### config.mk
export PLATFORM = sky130hd
export DESIGN_NAME = sbp_port
export DESIGN_NICKNAME = d
export VERILOG_FILES = /design/src/core/sbp_pkg.sv /design/src/core/sbp_sync.sv /design/src/core/sbp_fifo.sv /design/src/core/sbp_port.sv
export VERILOG_INCLUDE_DIRS = /design/src /design/src/core
export SDC_FILE = /design/constraint.sdc
export NUM_CORES = 1
export LEC_CHECK = 0
export BUFFER_PORTS_ARGS = -buffer_cell sky130_fd_sc_hd__buf_4
export CAP_MARGIN = 20
export CORE_UTILIZATION = 55
export CTS_BUF_LIST = sky130_fd_sc_hd__clkbuf_8
export CTS_CLUSTER_SIZE = 12
export DETAILED_ROUTE_END_ITERATION = 8
export PLACE_DENSITY_LB_ADDON = 0.08
export SLEW_MARGIN = 20
export SYNTH_ARGS = -nofsm -noshare
export SYNTH_HDL_FRONTEND = slang
export SYNTH_SLANG_ARGS = --single-unit
### constraint.sdc
create_clock -name core_clk -period 4.2 [get_ports core_clk]
set_clock_uncertainty 0.1 [all_clocks]
set_input_delay 0.21 -clock core_clk [delete_from_list [all_inputs] [get_ports core_clk]]
set_output_delay 0.21 -clock core_clk [all_outputs]
set_load 0.03 [all_outputs]
### src/core/sbp_consts.svh
// Constants of the system bus port: register offsets, field positions,
// reset values and transfer counts. Definitions only.
`ifndef SBP_CONSTS_SVH
`define SBP_CONSTS_SVH

`define SBP_OFS_MODE      8'h00
`define SBP_OFS_STATUS    8'h04
`define SBP_OFS_MASK      8'h08

`define SBP_BIT_EARLY     0
`define SBP_BIT_BUSERR    25
`define SBP_BIT_DONE      0

`define SBP_EARLY_RST     1'b0
`define SBP_MASK_RST      1'b0
`define SBP_DIR_RST       1'b1

`define SBP_WORD_W        32
`define SBP_LEN_W         5
`define SBP_FIFO_DEPTH    4
`define SBP_LEN_ONE       5'h01
`define SBP_LEN_TWO       5'h02
`define SBP_ADDR_STEP     32'h0000_0004

`endif

### src/core/sbp_pkg.sv
// Types shared by the system bus port modules.
// Assumes sbp_consts.svh sits on the include path.
`include "sbp_consts.svh"

package sbp_pkg;

	typedef logic [`SBP_WORD_W-1:0] sbp_word_t;

	typedef enum logic [2:0] {
		ST_IDLE    = 3'h0,
		ST_REQ     = 3'h1,
		ST_ADDR    = 3'h3,
		ST_DATA    = 3'h2,
		ST_BACKOFF = 3'h6,
		ST_HALT    = 3'h4
	} sbp_dma_e;

	typedef struct packed {
		sbp_dma_e              st;
		logic                  dir_rd;
		sbp_word_t             addr;
		logic [`SBP_LEN_W-1:0] rem;
		logic                  req_n;
		sbp_word_t             ad_out;
		logic                  ad_oe;
		logic                  loaded;
		sbp_word_t             rd_data;
		logic                  rd_valid;
		logic                  done;
		logic                  early;
		logic                  err_flag;
		logic                  done_flag;
		logic                  mask_err;
		logic                  mask_done;
		logic [7:0]            slv_addr;
		logic                  slv_rd;
		logic                  slv_done;
		logic                  asel_prev;
	} sbp_port_s;

endpackage

### src/core/sbp_sync.sv
// Three-stage pin synchroniser with an agreement filter.
// Pins are asynchronous to core_clk; a change is taken once stages two and three agree.
`timescale 1ns/10ps

module sbp_sync #(
	parameter int                 WIDTH   = 1,
	parameter logic [WIDTH-1:0]   RST_VAL = '0
) (
	input  wire logic             clk,
	input  wire logic             rst_n,
	input  wire logic [WIDTH-1:0] pin,
	output logic [WIDTH-1:0]      level,
	output logic [WIDTH-1:0]      early
);

	typedef struct packed {
		logic [WIDTH-1:0] s1;
		logic [WIDTH-1:0] s2;
		logic [WIDTH-1:0] s3;
		logic [WIDTH-1:0] filt;
	} sbp_sync_s;

	localparam sbp_sync_s SYNC_RST = '{s1: RST_VAL, s2: RST_VAL, s3: RST_VAL, filt: RST_VAL};

	sbp_sync_s q;
	sbp_sync_s n;
	logic [WIDTH-1:0] agree;

	assign agree = q.s2 ~^ q.s3;

	always_comb begin
		n      = q;
		n.s1   = pin;
		n.s2   = q.s1;
		n.s3   = q.s2;
		n.filt = (agree & q.s3) | (~agree & q.filt);
	end

	// The early view is the value the filter takes at the next edge.
	assign early = n.filt;
	assign level = q.filt;

	always_ff @(posedge clk or negedge rst_n) begin
		if (!rst_n)
			q <= SYNC_RST;
		else
			q <= n;
	end

endmodule

### src/core/sbp_fifo.sv
// Small synchronous FIFO with valid and ready on both sides.
// DEPTH must be a power of two so that the pointers wrap by themselves.
`timescale 1ns/10ps

module sbp_fifo #(
	parameter int                 WIDTH = 32,
	parameter int                 DEPTH = 4
) (
	input  wire logic             clk,
	input  wire logic             rst_n,
	input  wire logic             in_valid,
	output logic                  in_ready,
	input  wire logic [WIDTH-1:0] in_data,
	output logic                  out_valid,
	input  wire logic             out_ready,
	output logic [WIDTH-1:0]      out_data
);

	localparam int PW = $clog2(DEPTH);
	localparam int CW = $clog2(DEPTH + 1);

	typedef struct packed {
		logic [DEPTH-1:0][WIDTH-1:0] mem;
		logic [PW-1:0]               wp;
		logic [PW-1:0]               rp;
		logic [CW-1:0]               cnt;
	} sbp_fifo_s;

	sbp_fifo_s q;
	sbp_fifo_s n;
	logic      push;
	logic      pop;

	assign in_ready  = q.cnt != CW'(DEPTH);
	assign out_valid = q.cnt != '0;
	assign out_data  = q.mem[q.rp];
	assign push      = in_valid & in_ready;
	assign pop       = out_valid & out_ready;

	always_comb begin
		n = q;
		if (push) begin
			n.mem[q.wp] = in_data;
			n.wp        = q.wp + 1'b1;
		end
		if (pop)
			n.rp = q.rp + 1'b1;
		if (push && !pop)
			n.cnt = q.cnt + 1'b1;
		else if (pop && !push)
			n.cnt = q.cnt - 1'b1;
	end

	always_ff @(posedge clk or negedge rst_n) begin
		if (!rst_n)
			q <= '0;
		else
			q <= n;
	end

endmodule

### src/core/sbp_port.sv
// System bus port: DMA master engine and directly addressed slave registers.
// Bus pins are asynchronous and pass the pin synchroniser; the user side is on core_clk.
`timescale 1ns/10ps
`include "sbp_consts.svh"

// Summary of operation
// [RL1] Direction output high for DMA reads, low for writes, high after reset.
// [RL2] Request/burst-frame output driven low while a DMA operation runs.
// [RL3] Request released at the edge where one word remains to transfer.
// [RL4] Low grant lets the device start the requested transfer.
// [RL5] Arbiter grants no earlier than one clock after the request rises; the bus model grants three clocks after it falls, seven when slow.
// [RL6] Arbiter returns grant high before the next request is made.
// [RL7] Target drives ready low when read data is valid or write accepted.
// [RL8] Early mode samples ready and abort one clock sooner.
// [RL9] Abort drops the cycle, releases request briefly, then resumes at that word.
// [RL10] Ready is ignored while abort is low.
// [RL11] Bus error halts all bus work, sets status bit 25 if unmasked.
// [RL12] Host drives slave direction high to read, low to write.
// [RL13] Host asserts slave select no earlier than address select.
// [RL14] Slave select stays inactive at least two clocks between accesses.
// [RL15] Address select low captures the bus address at the next edge.
// [RL16] Reset clears state and registers and releases every three-state output.
// [RL17] Reset acts asynchronously, without a clock edge.
// [RL18] Reset is held low for at least one clock.
// [RL19] Host waits at least 20 clocks after reset before access.
// [RL20] Interrupt pin pulled low while any unmasked status bit is set.
// [RL21] Normal mode advances a word only on ready low with abort high.
module sbp_port
	import sbp_pkg::*;
(
	input  wire logic                  core_clk,
	input  wire logic                  rst_n,
	output logic                       dma_direction_n,
	output logic                       dma_request_frame_n,
	input  wire logic                  bus_grant_n,
	input  wire logic                  target_ready_n,
	input  wire logic                  transfer_abort_n,
	input  wire logic                  bus_error_n,
	input  wire logic                  slave_direction_n,
	input  wire logic                  slave_select_n,
	input  wire logic                  slave_addr_select_n,
	input  wire logic [31:0]           muxed_addr_data_bus_in,
	output logic [31:0]                muxed_addr_data_bus_out,
	output logic                       muxed_addr_data_bus_oe,
	output logic                       irq_out_n,
	output logic                       irq_out_oe,
	input  wire logic                  cmd_valid,
	output logic                       cmd_ready,
	input  wire logic                  cmd_read,
	input  wire logic [31:0]           cmd_addr,
	input  wire logic [`SBP_LEN_W-1:0] cmd_len,
	input  wire logic                  wr_valid,
	output logic                       wr_ready,
	input  wire logic [31:0]           wr_data,
	output logic                       rd_valid,
	output logic [31:0]                rd_data,
	output logic                       dma_busy,
	output logic                       dma_done,
	output logic                       bus_halted
);

	localparam int GNT  = 6;
	localparam int RDY  = 5;
	localparam int ABT  = 4;
	localparam int ERR  = 3;
	localparam int SDIR = 2;
	localparam int SEL  = 1;
	localparam int ASEL = 0;

	localparam sbp_port_s PORT_RST = '{
		st:        ST_IDLE,
		dir_rd:    `SBP_DIR_RST,
		req_n:     1'b1,
		early:     `SBP_EARLY_RST,
		mask_err:  `SBP_MASK_RST,
		mask_done: `SBP_MASK_RST,
		asel_prev: 1'b1,
		default:   '0
	};

	sbp_port_s q;
	sbp_port_s n;
	logic [6:0] ctl_pin;
	logic [6:0] ctl_s;
	logic [6:0] ctl_e;
	sbp_word_t  ad_s;
	sbp_word_t  ad_e;
	sbp_word_t  ad_v;
	sbp_word_t  fifo_data;
	logic       fifo_valid;
	logic       fifo_pop;
	logic       rdy_ok;
	logic       abt;
	logic       grant_ok;
	logic       halt_req;
	logic       advance;
	logic       asel_fall;
	logic       sel_rd;
	logic       slv_wr;
	logic       w1c;
	logic       dma_free;

	function automatic sbp_word_t reg_rd(input logic [7:0] a, input sbp_port_s s);
		sbp_word_t v;
		v = '0;
		case (a)
			`SBP_OFS_MODE: v[`SBP_BIT_EARLY] = s.early;
			`SBP_OFS_STATUS: begin
				v[`SBP_BIT_BUSERR] = s.err_flag;
				v[`SBP_BIT_DONE]   = s.done_flag;
			end
			`SBP_OFS_MASK: begin
				v[`SBP_BIT_BUSERR] = s.mask_err;
				v[`SBP_BIT_DONE]   = s.mask_done;
			end
			default: v = '0;
		endcase
		return v;
	endfunction

	assign ctl_pin = {bus_grant_n, target_ready_n, transfer_abort_n, bus_error_n,
		slave_direction_n, slave_select_n, slave_addr_select_n};

	sbp_sync #(.WIDTH(7), .RST_VAL(7'h7f)) u_ctl_sync (
		.clk   (core_clk),
		.rst_n (rst_n),
		.pin   (ctl_pin),
		.level (ctl_s),
		.early (ctl_e)
	);

	sbp_sync #(.WIDTH(`SBP_WORD_W), .RST_VAL(32'h0000_0000)) u_ad_sync (
		.clk   (core_clk),
		.rst_n (rst_n),
		.pin   (muxed_addr_data_bus_in),
		.level (ad_s),
		.early (ad_e)
	);

	// Write words wait here; an empty FIFO stalls the burst.
	sbp_fifo #(.WIDTH(`SBP_WORD_W), .DEPTH(`SBP_FIFO_DEPTH)) u_wr_fifo (
		.clk       (core_clk),
		.rst_n     (rst_n),
		.in_valid  (wr_valid),
		.in_ready  (wr_ready),
		.in_data   (wr_data),
		.out_valid (fifo_valid),
		.out_ready (fifo_pop),
		.out_data  (fifo_data)
	);

	// [RL8] early sample select
	assign ad_v     = q.early ? ad_e : ad_s;
	assign rdy_ok   = q.early ? ~ctl_e[RDY] : ~ctl_s[RDY];
	assign abt      = q.early ? ~ctl_e[ABT] : ~ctl_s[ABT];
	assign grant_ok = ~ctl_s[GNT];
	assign halt_req = ~ctl_s[ERR];
	// [RL10] ready masked by abort
	// [RL21] word advance condition
	assign advance  = (q.st == ST_DATA) & rdy_ok & ~abt & (q.dir_rd | q.loaded);
	assign fifo_pop = advance & ~q.dir_rd;
	// [RL15] address select edge
	assign asel_fall = ~ctl_s[ASEL] & q.asel_prev;
	assign sel_rd    = ~ctl_s[SEL] & ctl_s[ASEL] & q.slv_rd;
	assign slv_wr    = ~ctl_s[SEL] & ctl_s[ASEL] & ~q.slv_rd & ~q.slv_done;
	assign w1c       = slv_wr & (q.slv_addr == `SBP_OFS_STATUS);
	assign dma_free  = (q.st == ST_IDLE) | (q.st == ST_HALT);
	assign cmd_ready = (q.st == ST_IDLE) & ~halt_req & ctl_s[SEL];

	always_comb begin
		n           = q;
		n.rd_valid  = 1'b0;
		n.done      = 1'b0;
		n.asel_prev = ctl_s[ASEL];

		// [RL15] slave address capture
		if (asel_fall) begin
			n.slv_addr = ad_v[7:0];
			n.slv_rd   = ctl_s[SDIR];
		end
		if (ctl_s[SEL])
			n.slv_done = 1'b0;
		else if (slv_wr)
			n.slv_done = 1'b1;
		if (slv_wr && q.slv_addr == `SBP_OFS_MODE)
			n.early = ad_v[`SBP_BIT_EARLY];
		if (slv_wr && q.slv_addr == `SBP_OFS_MASK) begin
			n.mask_err  = ad_v[`SBP_BIT_BUSERR];
			n.mask_done = ad_v[`SBP_BIT_DONE];
		end

		unique case (q.st)
			ST_IDLE: begin
				// [RL1] direction rests high
				n.dir_rd = 1'b1;
				if (cmd_valid && cmd_ready) begin
					n.st     = ST_REQ;
					n.dir_rd = cmd_read;
					n.addr   = cmd_addr;
					n.rem    = cmd_len;
					// [RL2] request asserted
					n.req_n  = 1'b0;
				end
			end
			ST_REQ: begin
				// [RL4] grant starts transfer
				if (grant_ok) begin
					n.st     = ST_ADDR;
					// [RL3] single word release
					n.req_n  = (q.rem == `SBP_LEN_ONE);
					n.ad_out = q.addr;
					n.ad_oe  = 1'b1;
				end
			end
			ST_ADDR: begin
				n.st     = ST_DATA;
				n.ad_oe  = ~q.dir_rd;
				n.loaded = 1'b0;
			end
			ST_DATA: begin
				if (abt) begin
					// [RL9] abort and back off
					n.st     = ST_BACKOFF;
					n.req_n  = 1'b1;
					n.ad_oe  = 1'b0;
					n.loaded = 1'b0;
				end else if (!q.dir_rd && !q.loaded) begin
					if (fifo_valid) begin
						n.ad_out = fifo_data;
						n.loaded = 1'b1;
					end
				end else if (advance) begin
					n.addr   = q.addr + `SBP_ADDR_STEP;
					n.rem    = q.rem - 1'b1;
					n.loaded = 1'b0;
					if (q.dir_rd) begin
						n.rd_data  = ad_v;
						n.rd_valid = 1'b1;
					end
					// [RL3] release before last word
					if (q.rem == `SBP_LEN_TWO)
						n.req_n = 1'b1;
					if (q.rem == `SBP_LEN_ONE) begin
						n.st    = ST_IDLE;
						n.done  = 1'b1;
						n.ad_oe = 1'b0;
						n.req_n = 1'b1;
					end
				end
			end
			ST_BACKOFF: begin
				// [RL6] wait for grant release
				// [RL9] resume at aborted word
				if (!grant_ok) begin
					n.st    = ST_REQ;
					n.req_n = 1'b0;
				end
			end
			ST_HALT: begin
				if (!halt_req && !q.err_flag)
					n.st = ST_IDLE;
			end
			default: begin
				n.st    = ST_HALT;
				n.req_n = 1'b1;
				n.ad_oe = 1'b0;
			end
		endcase

		// [RL11] bus error halts
		if (halt_req) begin
			n.st     = ST_HALT;
			n.req_n  = 1'b1;
			n.ad_oe  = 1'b0;
			n.loaded = 1'b0;
		end

		// Slave reads may use the bus only while the DMA engine leaves it free.
		if (sel_rd && dma_free && !halt_req) begin
			n.ad_oe  = 1'b1;
			n.ad_out = reg_rd(q.slv_addr, q);
		end else if (dma_free) begin
			n.ad_oe = 1'b0;
		end

		// [RL11] error flag, set wins
		n.err_flag  = (q.err_flag & ~(w1c & ad_v[`SBP_BIT_BUSERR]))
			| (halt_req & ~q.mask_err);
		n.done_flag = (q.done_flag & ~(w1c & ad_v[`SBP_BIT_DONE]))
			| (n.done & ~q.mask_done);
	end

	// [RL16] reset loads PORT_RST into all state
	// [RL17] asynchronous reset
	always_ff @(posedge core_clk or negedge rst_n) begin
		if (!rst_n)
			q <= PORT_RST;
		else
			q <= n;
	end

	// [RL1] direction from register
	assign dma_direction_n         = q.dir_rd;
	assign dma_request_frame_n     = q.req_n;
	assign muxed_addr_data_bus_out = q.ad_out;
	assign muxed_addr_data_bus_oe  = q.ad_oe;
	// [RL20] open-drain interrupt
	assign irq_out_n               = 1'b0;
	assign irq_out_oe              = q.err_flag | q.done_flag;
	assign rd_valid                = q.rd_valid;
	assign rd_data                 = q.rd_data;
	assign dma_done                = q.done;
	assign dma_busy                = ~dma_free;
	assign bus_halted              = q.st == ST_HALT;
endmodule

Word-level counts from Yosys, hierarchy flattened
Cells that the tools add are included.
Cells by class
  add/subtract/negate cells: 6
  $lt $le $gt $ge: 3
  equality and inequality tests: 35
  mux-type cells: 56
  bitwise operators: 52
  reductions and logical operators: 31
Operator list (number)
  $mux W32: 7
  $bwmux W128: 1
  $mux W38: 2
  $pmux W37 S2: 1
  $and A32 B32 Y32: 2
  $bmux W32 S2: 1
  $demux W32 S2: 1
  $pmux W32 S2: 1
  $mux W42: 1
  $mux W37: 1
  $mux W36: 1
  $mux W34: 1
  $mux W33: 1
  $add A32 B3 Y32 const B: 1
  $not A32 Y32: 1
  $or A32 B32 Y32: 1
  $xnor A32 B32 Y32: 1
  $mux W3: 10
  $and A1 B1 Y1: 20
  $reduce_and A5 Y1: 4
  $ne A3 B3 Y1 const B: 6
  $ne A6 B6 Y1 const B: 3
  $pmux W3 S6: 1
  $not A1 Y1: 17
  other kinds (41): 97
Storage, ports and cells
  flip-flop bits (word level): 417
  output and inout port bits: 75

Longest topological paths before layout
Gate-level depths: netlist of run 1.
  depth in word-level cells: 16
  depth in mapped cells: 12

Modules after synthesis
From an unflattened synthesis of run 1, not the netlist that was laid out.
Unflattened totals
  cell total of the unflattened synthesis: 1408
  area, all modules: 18662.9 sq um
Modules (own cells, without submodules)
  sbp_port: times used 1, cells each 787, area each 7129.3 sq um, sequential area each 3156.8 sq um
  sbp_fifo: times used 1, cells each 348, area each 6570.1 sq um, sequential area each 3378.2 sq um
  sbp_sync at u_ad_sync: times used 1, cells each 224, area each 4043.9 sq um, sequential area each 3203.1 sq um
  sbp_sync at u_ctl_sync: times used 1, cells each 49, area each 919.6 sq um, sequential area each 735.7 sq um

Least setup slack after synthesis of run 1
No wires, ideal clock.
  path kind: reg-to-reg
  from: register q[123] in the netlist's numbering
  to: register u_wr_fifo.q[1] in the netlist's numbering
  setup time: 0.125 ns
  arrival time: 2.333 ns
  required time: 3.975 ns
  slack: 1.642 ns
  stages on the path, launching flop included: 11
  path buffers: 1
  path through: dfrtp_1 or3b_1 buf_2 nor2_1 nand2_1 nor2_4 nand2_1 ha_1 inv_1 fa_1 mux2_2
RTL lines
  from (decl): line sbp_port.sv:81  | sbp_port_s q;
  from (signal assigned): line sbp_port.sv:299  | q <= n;
  to (signal assigned): line sbp_fifo.sv:58  | q <= n;
  to (decl): line sbp_fifo.sv:29  | sbp_fifo_s q;

==> out/metrics.yaml, run 1 <==
dpl_cell_area_um2: 18800
grt_use_total_pct: 24.3
layout-drive-gt1-share_pct: 35.4
initial_core_util_pct: 56.5
endpoint_kind: "register"
syn_to_final_growth_pct: 21.4
worst_pin_slew_ns: 0.986
wl_per_cell_um: 19.1
status: "finished clean"
crit_fanout: 14
synth_ff_type: "dfrtp_1"
synthArstFlopShare_pct: 100
setup_viol: 0
clk-insertion-delay-late_ns: 0.58
drt-pass1-iter-count: 5
slew_headroom_pct: 34.1
setup_ws_ns: 1.16
maxCapViolations: 0
fill_cells: 2300
numCtsBuffers: 69
finalHoldViolCount: 0
seq_area_frac_synth_pct: 60.0
placed_cells: 1766
cts_tree: "yes"
ys_types: 62
cts_max_level: 3
pre_cts_ws_ns: 1.19
antenna_found_initial: 1
p_per_area_nw_per_um2: 503
cp.arrival_ns: 3.40
num_vias: 11182
cts_resized: 0
final_cells: 1995
grt_pass1_vias: 11492
die_area_um2: 32500
rsz0062_at_grt: "no"
root_buffer: "clkbuf_8"
leakage_uw: 0.00942
syn-cell-area_um2: 17500
synth_seq_cells: 417
finalSetupTns_ns: 0
die_h_um: 180
min_period_ns: 3.04
nNetsFinal: 1675
yosysWarnings: 0
min_path_type: "in2async"
die_w_um: 180
overflow: 0
grt_max_degree: 102
clk_pin_slew_worst_paths_ns: 0.06
post_cts_buffers: 0
fin_area_um2: 21200
fin_crit_sh_pct: 72.3
path_class: "reg2reg"
top_level_ports: 188
core_um2: 30900
grt_pass1_wl_um: 62300
cts_buffer_depth: 3
crit_required_ns: 4.57
startpoint_type: "register"
synth_edf_count: 0
syn_inst: 1293
via_per_inst: 5.61
rows: 64
routed_wl_um: 38100
antenna_left: 0
synth_nets: 1416
drt_iter0_drc: 594
ir_worst_vdd_mv: 0.353
hold_buffers: 111
final_max_slew_viol_count: 0
clock_sinks: 417
port_buffers: 186
synth.avg_cell_area_um2: 13.5
gp_congestion: 0.888
drc: 0
hpwlAfterDp_um: 24400
clock.fmax_mhz: 329
[through the flow]
stage | hold slack, ns | power [uW] | utilization, %
after floorplan | -0.186 | 6650 | -
after global placement | 0.218 | 7170 | 60.8
after detailed placement | 0.209 | 7280 | 60.8
after CTS | 0.123 | 10800 | 68.6
after global routing | 0.149 | 11200 | 68.6
final | 0.174 | 10700 | 68.6
[cell type report]
class / instances / area, um2 / area share, %
Sequential cell: 417 / 10500 / 49.4
Inverter: 12 / 45.0 / 0.212
Tap cell: 396 / 495 / 2.34
Antenna cell: 2 / 5.00 / 0.0236
Timing Repair Buffer: 319 / 2730 / 12.9
Multi-Input combinational cell: 733 / 6150 / 29.0
Clock inverter: 35 / 186 / 0.879
Clock buffer: 81 / 1110 / 5.26
[critical path, cell delays in order, from the launching register on]
cell and delay [ns]:
dfrtp_1 0.56, or3b_2 0.54, nor2_1 0.16, nand2_1 0.19
nor2_4 0.25, nand2_1 0.14, ha_1 0.25, inv_1 0.08
fa_1 0.40, mux2_2 0.26
[path summary, 6_finish.rpt]
| kind | slack [ns] | to | start | cells after the start |
|---|---|---|---|---|
| max | 1.16 | u_wr_fifo.q[1] | q[124] | 9 |
| min | 0.17 | u_ad_sync.q[36] | rst_n | 2 |
| max reg2reg | 1.16 | u_wr_fifo.q[1] | q[124] | 9 |
| min reg2reg | 0.24 | u_ad_sync.n[60] | u_ad_sync.n[92] | 0 |
| max in group asynchronous | 2.82 | u_wr_fifo.q[7] | rst_n | 3 |
| min in group core_clk | 0.18 | u_ad_sync.n[94] | muxed_addr_data_bus_in[30] | 2 |
[power breakdown]
group,switching (uW),internal (uW),total (uW)
logic,809,1200,2010
clock network,1560,1810,3370
registers,425,4850,5280
total,2790,7860,10700
[kinds of logic after synthesis]
| group | Yosys count | share of synthesized area, % |
|---|---|---|
| DFF | 417 | 60.0 |
| other | 1 | 0.0215 |
| muxes | 243 | 17.3 |
| buffers and inverters | 143 | 4.96 |
| xor gates and xnor gates | 6 | 0.301 |
| adders and majority gates | 49 | 2.99 |
| and+or+nand+nor | 245 | 6.55 |
| AOI/OAI and AO/OA | 189 | 7.87 |
[layout by cell type, fill, tap and decap left out, drive strengths merged, types with 6 or more instances in the layout]
cell type      n
dfrtp        386
buf          208
mux2         156
dlygate4sd3  111
nor2          91
clkbuf        81
nand2         74
mux2i         55
a21oi         50
o21ai         47
maj3          39
inv           34
mux4          32
a211oi        32
dfstp         31
o311ai        23
nand3         16
nor3          11
and3          10
ha             9
a31oi          8
clkinv         8
nand2b         6
a221o          6
[synthesized netlist by cell type (all sizes together) (10+ instances only)]
library cell    n  share of area [%]
o21ai          47                1.4
inv            11               0.24
nor3           11               0.37
nand3          16               0.46
mux2          156                 10
mux4           32                4.1
a211oi         32                2.2
maj3           39                2.2
dfrtp         386                 55
and3           10               0.36
a21oi          50                1.4
nand2          74                1.6
o311ai         23                1.2
mux2i          55                3.2
nor2           91                2.0
buf           107                4.2
dfstp          31                4.7
clkbuf         24               0.52
[registers in the layout (all words and copies together), names as in the netlist, named ones only]
| name | flops |
|---|---|
| dma_direction_n | 1 |
| rd_valid | 1 |
| u_ad_sync.q | 32 |
| u_wr_fifo.q | 135 |
| u_ctl_sync.q | 7 |
| u_ctl_sync.n | 14 |
| u_ctl_sync.level | 2 |
| dma_done | 1 |
| u_ad_sync.n | 64 |
| dma_request_frame_n | 1 |
| rd_data | 32 |
| muxed_addr_data_bus_oe | 1 |
| u_ad_sync.level | 32 |
| muxed_addr_data_bus_out | 32 |
| q | 57 |
[metal layers]
layer / global-route usage (%) / vias up / wire [um]
met5: 0 / - / 0
met4: 8.99 / 0 / 1120
met3: 4.71 / 85 / 1890
met2: 38.1 / 319 / 18000
met1: 34.0 / 5660 / 17200
li1: - / 5118 / -
No activity file was read; power rests on OpenSTA's default activity.
==> run 2: changes to the inputs <==
--- a/config.mk
+++ b/config.mk
@@ -6,6 +6,7 @@
 export SDC_FILE = /design/constraint.sdc
 export NUM_CORES = 1
 export LEC_CHECK = 0
+export ABC_AREA = 1
 export BUFFER_PORTS_ARGS = -buffer_cell sky130_fd_sc_hd__buf_4
 export CAP_MARGIN = 20
 export CORE_UTILIZATION = 55
==> constraint.sdc (replaced) <==
create_clock -name core_clk -period 2.6 [get_ports core_clk]
set_clock_uncertainty 0.1 [all_clocks]
set_input_delay 0.13 -clock core_clk [delete_from_list [all_inputs] [get_ports core_clk]]
set_output_delay 0.13 -clock core_clk [all_outputs]
set_load 0.03 [all_outputs]
==> run 2 against run 1 <==
  * Die area up 2.1%
  * Design area up 2.4%
  * Worst setup slack worse by 0.96 ns
  * Routed wire length up 14%
  * Worst hold slack worse by 0.094 ns
  * Global-route usage up 2.8 points
  * Flip-flop and latch count unchanged
  * Power up 59%
  * Critical path depth up 3
  * Count of clock-buffer cells in the layout up 2
  * Synthesized area up 2.1%
  * Critical path type unchanged
==> out/metrics.yaml, run 2 <==
status: "finished clean"  # unchanged
synth_edf_count: 0  # unchanged
power_frac_comb_pct: 18.1  # was 18.9%
leakage_uw: 0.0105  # was 0.00942 uW
synth_ff_type: "dfrtp_1"  # unchanged
dpl_cell_area_um2: 19200  # was 18800 um2
yosys-top-cells-count: "nand2_1 (663), dfrtp_1 (386), o21ai_0 (169)"  # was dfrtp_1 (386), mux2_2 (156), nor2_1 (90)
ys_types: 39  # was 62
rsz0062_at_grt: "yes"  # was no
grt_use_total_pct: 27.2  # was 24.3%
syn_inst: 1987  # was 1293
grt_pass1_vias: 13708  # was 11492
post_cts_buffers: 0  # unchanged
die_area_um2: 33100  # was 32500 um2
netlist.top_cell.by_area: "dfrtp_1"  # unchanged
drt-pass1-iter-count: 6  # was 5
min_period_ns: 2.40  # was 3.04 ns
numCtsBuffers: 70  # was 69
synth.avg_cell_area_um2: 8.97  # was 13.5 um2
p_switching_uw: 5080  # was 2790 uW
pwr-share-seq_pct: 49.9  # was 49.5%
p_per_area_nw_per_um2: 783  # was 503 nW/um2
seq_area_frac_synth_pct: 58.7  # was 60.0%
slew_headroom_pct: 57.0  # was 34.1%
antenna_found_initial: 0  # was 1
layout-drive-gt1-share_pct: 15.8  # was 35.4%
cts_max_level: 3  # unchanged
r2r_cells: 12  # was 9
drc: 0  # unchanged
worstPathCellList: "nand2_1 > nand2_1 > nand3_1 > nand2_2 > nand4_1 > nor2_2 > nand2_2 > ha_1 > inv_1 > fa_1 > nor2_1 > a21oi_1"  # was or3b_2 > nor2_1 > nand2_1 > nor2_4 > nand2_1 > ha_1 > inv_1 > fa_1 > mux2_2
largest_register: "u_wr_fifo.q"  # unchanged
clk_pin_slew_worst_paths_ns: 0.06  # about the same
yosysTopAreaCellShare_pct: 54.2  # was 55.3%
via_per_inst: 5.25  # was 5.61
crit_fanout: 6  # was 14
maxCapViolations: 0  # unchanged
setup_viol: 0  # unchanged
cp_slowest_stage_delay_ns: 0.54  # was 0.56 ns
nNetsFinal: 2361  # was 1675
clock.fmax_mhz: 417  # was 329 MHz
worst_pin_slew_ns: 0.646  # was 0.986 ns
cp_slowest_cell: "dfstp_2"  # was dfrtp_1
root_buffer: "clkbuf_8"  # unchanged
cts_buffer_depth: 3  # unchanged
die_h_um: 182  # was 180 um
top_level_ports: 188  # unchanged
core_um2: 31700  # was 30900 um2
fill_cells: 2631  # was 2300
grt_max_degree: 83  # was 102
swShare_pct: 29.9  # was 26.2%
rrSetupSlack_ns: 0.20  # was 1.16 ns
pwr-share-clk_pct: 32.0  # was 31.6%
syn-cell-area_um2: 17800  # was 17500 um2
fin_crit_sh_pct: 92.3  # was 72.3%
synth_seq_cells: 417  # unchanged
port_buffers: 186  # unchanged
antenna_cells: 0  # was 2
hpwlAfterDp_um: 27000  # was 24400 um
syn_to_final_growth_pct: 21.7  # was 21.4%
path_class: "reg2reg"  # unchanged
postLayoutCoreUtil_pct: 68.4  # was 68.6%
die_w_um: 182  # was 180 um
worstHoldPathCells: 2
routed_wl_um: 43500  # was 38100 um
num_vias: 14124  # was 11182
crit_required_ns: 2.97  # was 4.57 ns
final_max_slew_viol_count: 0  # unchanged
yosysWarnings: 0  # unchanged
final_common_cell: "nand2_1"  # was dfrtp_1
finalHoldViolCount: 0  # unchanged
initial_core_util_pct: 56.2  # was 56.5%
synth_nets: 2110  # was 1416
clk-insertion-delay-late_ns: 0.60  # was 0.58 ns
synthArstFlopShare_pct: 100  # unchanged
clock_sinks: 417  # unchanged
final_cell_mix: "nand2_1 (662), dfrtp_1 (385), buf_4 (206), o21ai_0 (169), inv_1 (145)"  # was dfrtp_1 (384), buf_4 (203), mux2_2 (156), dlygate4sd3_1 (111), nor2_1 (89)
endpoint_kind: "register"  # unchanged
startpoint_type: "register"  # unchanged
largest_register_ffs: 135  # unchanged
gp_congestion: 0.912  # was 0.888
min_path_type: "in2reg"  # was in2async
p_int_uw: 11900  # was 7860 uW
drt_iter0_drc: 1038  # was 594
ir_worst_vdd_mv: 0.488  # was 0.353 mV
rows: 65  # was 64
synth.area.top_cells: "dfrtp_1 (54%), nand2_1 (14%), o21ai_0 (4.7%)"  # was dfrtp_1 (55%), mux2_2 (10%), dfstp_2 (4.7%)
post-synth-top-count-cell: "nand2_1"  # was dfrtp_1
cp.arrival_ns: 2.77  # was 3.40 ns
cts_tree: "yes"  # unchanged
grt_pass1_wl_um: 71000  # was 62300 um
antenna_left: 0  # unchanged
wl_per_cell_um: 16.2  # was 19.1 um
overflow: 0  # unchanged
fin_area_um2: 21700  # was 21200 um2
==> run 2: changes by cell type after synthesis, sizes merged, moves of 30 or more <==
cell	change
a211oi	-32
a31oi	+30
inv	+112
mux2	-156
mux2i	-53
mux4	-32
nand2	+593
nand3	+74
nor2	+51
o21ai	+128
==> run 2: path summary, 6_finish.rpt <==
path / start / to
setup / recovery: u_ctl_sync.n[11] / u_wr_fifo.q[1]
hold / removal: muxed_addr_data_bus_in[23] / u_ad_sync.n[87]
setup reg to reg: u_ctl_sync.n[11] / u_wr_fifo.q[1]
hold reg to reg: u_ad_sync.n[66] / u_ad_sync.n[34]
max in group asynchronous: rst_n / u_wr_fifo.q[3]
min in group asynchronous: rst_n / dma_direction_n
==> run 2: cell type report <==
type | count | area (um2) | area share (%)
timing repair buffer | 333 | 2930 | 13.5
tap | 402 | 503 | 2.32
multi-input combinational | 1293 | 6010 | 27.7
clock buffer | 83 | 1140 | 5.26
inverter | 123 | 467 | 2.15
sequential | 417 | 10500 | 48.3
clock inverter | 37 | 175 | 0.807
==> run 2: cell families after synthesis <==
family | count (synthesis) | synth area share (%)
other | 1 | 0.0210
DFF | 417 | 58.7
adders and majority gates | 47 | 2.82
xor gates and xnor gates | 12 | 0.589
muxes | 2 | 0.112
and+or+nand+nor | 922 | 20.5
AOI/OAI and AO/OA | 309 | 9.55
buffers and inverters | 277 | 7.65
==> run 2: critical path: cells and delay by family (launching register included) <==
family	cells	cell delay (ns)
buffers and inverters	1	0.10
and+or+nand+nor	8	0.87
adders and majority gates	2	0.65
DFF	1	0.54
AOI/OAI and AO/OA	1	0.05
==> run 2: metrics by stage <==
step	total power [uW]	hold WS, ns	TNS [ns]	setup slack (ns)	cells
after detailed placement	11500	0.0269	0	0.149	2452
final	17000	0.0796	0	0.200	2688
after global placement	11300	0.0258	0	0.253	2452
after floorplan	10500	-0.266	0	0.336	1987
after global routing	18100	0.0521	-0.0168	-0.0168	2688
after CTS	17100	0.0395	0	0.135	2688
==> run 2: what timing repair did <==
action | CTS | global route
hold buffers | 116 | 0
setup endpoints to repair | 0 | 2
endpoints found under the hold margin | 558 | 0
resized for setup | 0 | 3
==> run 2: power groups by stage <==
stage | combinational (uW) | clock (uW) | sequential, uW
floorplan | 2080 | 0 | 8390
global placement | 2830 | 0 | 8510
detailed placement | 2930 | 0 | 8560
CTS | 3090 | 5570 | 8460
global route | 3570 | 5860 | 8630
finish | 3070 | 5430 | 8480
==> run 2: metal layers <==
metal	wire, um	GRT usage, %	up-vias
met1	20400	39.8	6801
met2	19700	42.1	398
li1	-	-	6863
met4	843	7.97	0
met3	2520	4.49	62
met5	0	0	-
==> run 3: changes to the inputs <==
--- a/config.mk
+++ b/config.mk
@@ -14,6 +14,7 @@
 export CTS_CLUSTER_SIZE = 12
 export DETAILED_ROUTE_END_ITERATION = 8
 export PLACE_DENSITY_LB_ADDON = 0.08
+export REMOVE_ABC_BUFFERS = 1
 export SLEW_MARGIN = 20
 export SYNTH_ARGS = -nofsm -noshare
 export SYNTH_HDL_FRONTEND = slang
==> run 3 against run 2 <==
  * Flip-flop and latch count unchanged
  * Routed wire length down 0.52%
  * Design area up 0.43%
  * Sequential power about the same
  * Power up 2.1%
  * Sequential share of layout area down 0.21 points
  * Utilization up 0.30 points
  * Die area unchanged
  * Largest cell class unchanged
  * Largest power group unchanged
==> out/metrics.yaml, run 3 (synthesis results as in run 2) <==
status: "finished clean"  # unchanged
seqCellArea_um2: 10500  # unchanged
root_buffer: "clkbuf_8"  # unchanged
final_common_cell: "nand2_1"  # unchanged
r2r_start: "u_ctl_sync.n[11]"  # unchanged
hpwlAfterDp_um: 27300  # was 27000 um
fin_crit_sh_pct: 91.3  # was 92.3%
final_cell_mix: "nand2_1 (658), dfrtp_1 (385), buf_4 (210), o21ai_0 (168), nor2_1 (140)"  # was nand2_1 (662), dfrtp_1 (385), buf_4 (206), o21ai_0 (169), inv_1 (145)
grt_pass1_wl_um: 70900  # was 71000 um
clock_sinks: 417  # unchanged
cts_buffer_depth: 3  # unchanged
clock.fmax_mhz: 421  # was 417 MHz
rows: 65  # unchanged
worst_pin_slew_ns: 0.810  # was 0.646 ns
via_per_inst: 5.23  # was 5.25
startpoint_type: "register"  # unchanged
cp.arrival_ns: 2.75  # was 2.77 ns
grt_max_degree: 78  # was 83
post_cts_buffers: 0  # unchanged
p_int_uw: 12200  # was 11900 uW
finalHoldViolCount: 0  # unchanged
multi_input_area_um2: 6010  # about the same
pwr-share-clk_pct: 33.2  # was 32.0%
routed_wl_um: 43200  # was 43500 um
pwr-share-seq_pct: 48.8  # was 49.9%
syn_to_final_growth_pct: 22.2  # was 21.7%
gp_congestion: 0.905  # was 0.912
top_level_ports: 188  # unchanged
startpoint: "u_ctl_sync.n[11]"  # unchanged
cts_tree: "yes"  # unchanged
postLayoutCoreUtil_pct: 68.7  # was 68.4%
rsz0062_at_grt: "no"  # was yes
initial_core_util_pct: 56.2  # unchanged
core_um2: 31700  # unchanged
layout-drive-gt1-share_pct: 16.2  # was 15.8%
crit_required_ns: 2.97  # about the same
cts_max_level: 3  # unchanged
numCtsBuffers: 69  # was 70
worstPathCellList: "inv_1 > nand2_1 > nand3_1 > nand2_2 > nand4_1 > nor2_1 > nand2_2 > ha_1 > inv_1 > fa_1 > nor2_1 > a21oi_1"  # was nand2_1 > nand2_1 > nand3_1 > nand2_2 > nand4_1 > nor2_2 > nand2_2 > ha_1 > inv_1 > fa_1 > nor2_1 > a21oi_1
overflow: 0  # unchanged
path_class: "reg2reg"  # unchanged
finalSetupTns_ns: 0  # unchanged
pre_cts_ws_ns: 0.224  # was 0.149 ns
cp_slowest_cell: "dfstp_2"  # unchanged
wl_per_cell_um: 16.1  # was 16.2 um
power_frac_comb_pct: 18.0  # was 18.1%
crit_fanout: 6  # unchanged
fill_cells: 2574  # was 2631
port_buffers: 186  # unchanged
slew_headroom_pct: 46.0  # was 57.0%
clk-insertion-delay-late_ns: 0.58  # was 0.60 ns
min_path_type: "in2async"  # was in2reg
die_area_um2: 33100  # unchanged
antenna_left: 0  # unchanged
grt_use_total_pct: 26.9  # was 27.2%
p_switching_uw: 5100  # was 5080 uW
largest_register: "u_wr_fifo.q"  # unchanged
maxCapViolations: 0  # unchanged
grt_pass1_vias: 13856  # was 13708
die_h_um: 182  # unchanged
drt_iter0_drc: 903  # was 1038
leakage_uw: 0.0105  # about the same
setup_viol: 0  # unchanged
setup_ws_ns: 0.227  # was 0.200 ns
num_vias: 14080  # was 14124
drt-pass1-iter-count: 5  # was 6
finalPower_uw: 17300  # was 17000 uW
antenna_found_initial: 2  # was 0
largest_register_ffs: 135  # unchanged
min_period_ns: 2.37  # was 2.40 ns
p_per_area_nw_per_um2: 795  # was 783 nW/um2
clk_pin_slew_worst_paths_ns: 0.06  # about the same
swShare_pct: 29.4  # was 29.9%
ir_worst_vdd_mv: 0.583  # was 0.488 mV
nNetsFinal: 2362  # was 2361
die_w_um: 182  # unchanged
endpoint_kind: "register"  # unchanged
drc: 0  # unchanged
final_max_slew_viol_count: 0  # unchanged
cp_slowest_stage_delay_ns: 0.54  # about the same
==> run 3: changes by cell type in the layout (fill, tap and decap cells not counted), moves of 2 or more <==
cell	previous run	this run
nand2_2	4	8
bufinv_16	0	2
inv_1	145	139
nand2_1	662	658
nor2_2	3	1
buf_4	206	210
nor2_1	138	140
clkinv_2	2	0
clkbuf_8	83	88
diode_2	0	2
clkinvlp_4	1	3
==> run 3: worst max-delay path: cells and delay by family (launching register included) <==
family                   cells  cell delay [ns]
adder cells (fa/ha/maj)      2             0.64
AND/OR/NAND/NOR              7             0.80
flip-flops                   1             0.54
buffers and inverters        2             0.14
AO/OA/AOI/OAI                1             0.04
==> run 3: final cells by class <==
class	count	share of cell area, %
tap	402	2.31
timing repair buffer	335	13.5
multi-input combinational	1293	27.6
clock buffer	88	5.56
clock inverter	31	0.850
inverter	123	2.14
sequential	417	48.1
antenna	2	0.0230
==> run 3: layer usage <==
layer | track usage, % | share of wire [%] | vias up
met5 | 0 | 0 | -
met4 | 10.2 | 2.5 | 0
met3 | 4.41 | 5.3 | 73
met2 | 41.9 | 45 | 385
met1 | 38.3 | 47 | 6776
li1 | - | - | 6846
==> run 3: worst paths after layout <==
kind                            slack (ns)  cells after the start                   to
worst max-delay path                  0.23                     12       u_wr_fifo.q[1]
worst min-delay path                  0.02                      2  u_ad_sync.level[25]
worst max register to register        0.23                     12       u_wr_fifo.q[1]
worst min register to register        0.25                      0      u_ad_sync.n[35]
max in group asynchronous             1.48                      3      u_ad_sync.n[82]
min in group core_clk                 0.09                      2      u_ad_sync.n[78]
==> run 3: through the flow <==
stage / hold slack (ns) / std cells / area, um2
CTS: 0.00431 / 2689 / 21800
detailed placement: 0.0512 / 2456 / 19200
floorplan: -0.266 / 1833 / 16900
global placement: 0.0423 / 2456 / 19200
finish: 0.0197 / 2691 / 21800
global route: 0.0487 / 2691 / 21800
==> run 3: power by group through the flow <==
stage | registers, uW | logic [uW] | clock network (uW)
2_1_floorplan | 8470 | 1870 | 0
3_3_place_gp | 8510 | 2870 | 0
3_5_place_dp | 8550 | 2980 | 0
4_1_cts | 8450 | 3130 | 5910
5_1_grt | 8610 | 3600 | 6170
6_report | 8460 | 3120 | 5760
==> run 3: repair_timing <==
action / 4_1_cts / 5_1_grt
endpoints found under the hold margin: 561 / 0
endpoints found under the setup margin: 0 / 1
hold buffers: 114 / 0
resized for setup: 0 / 2
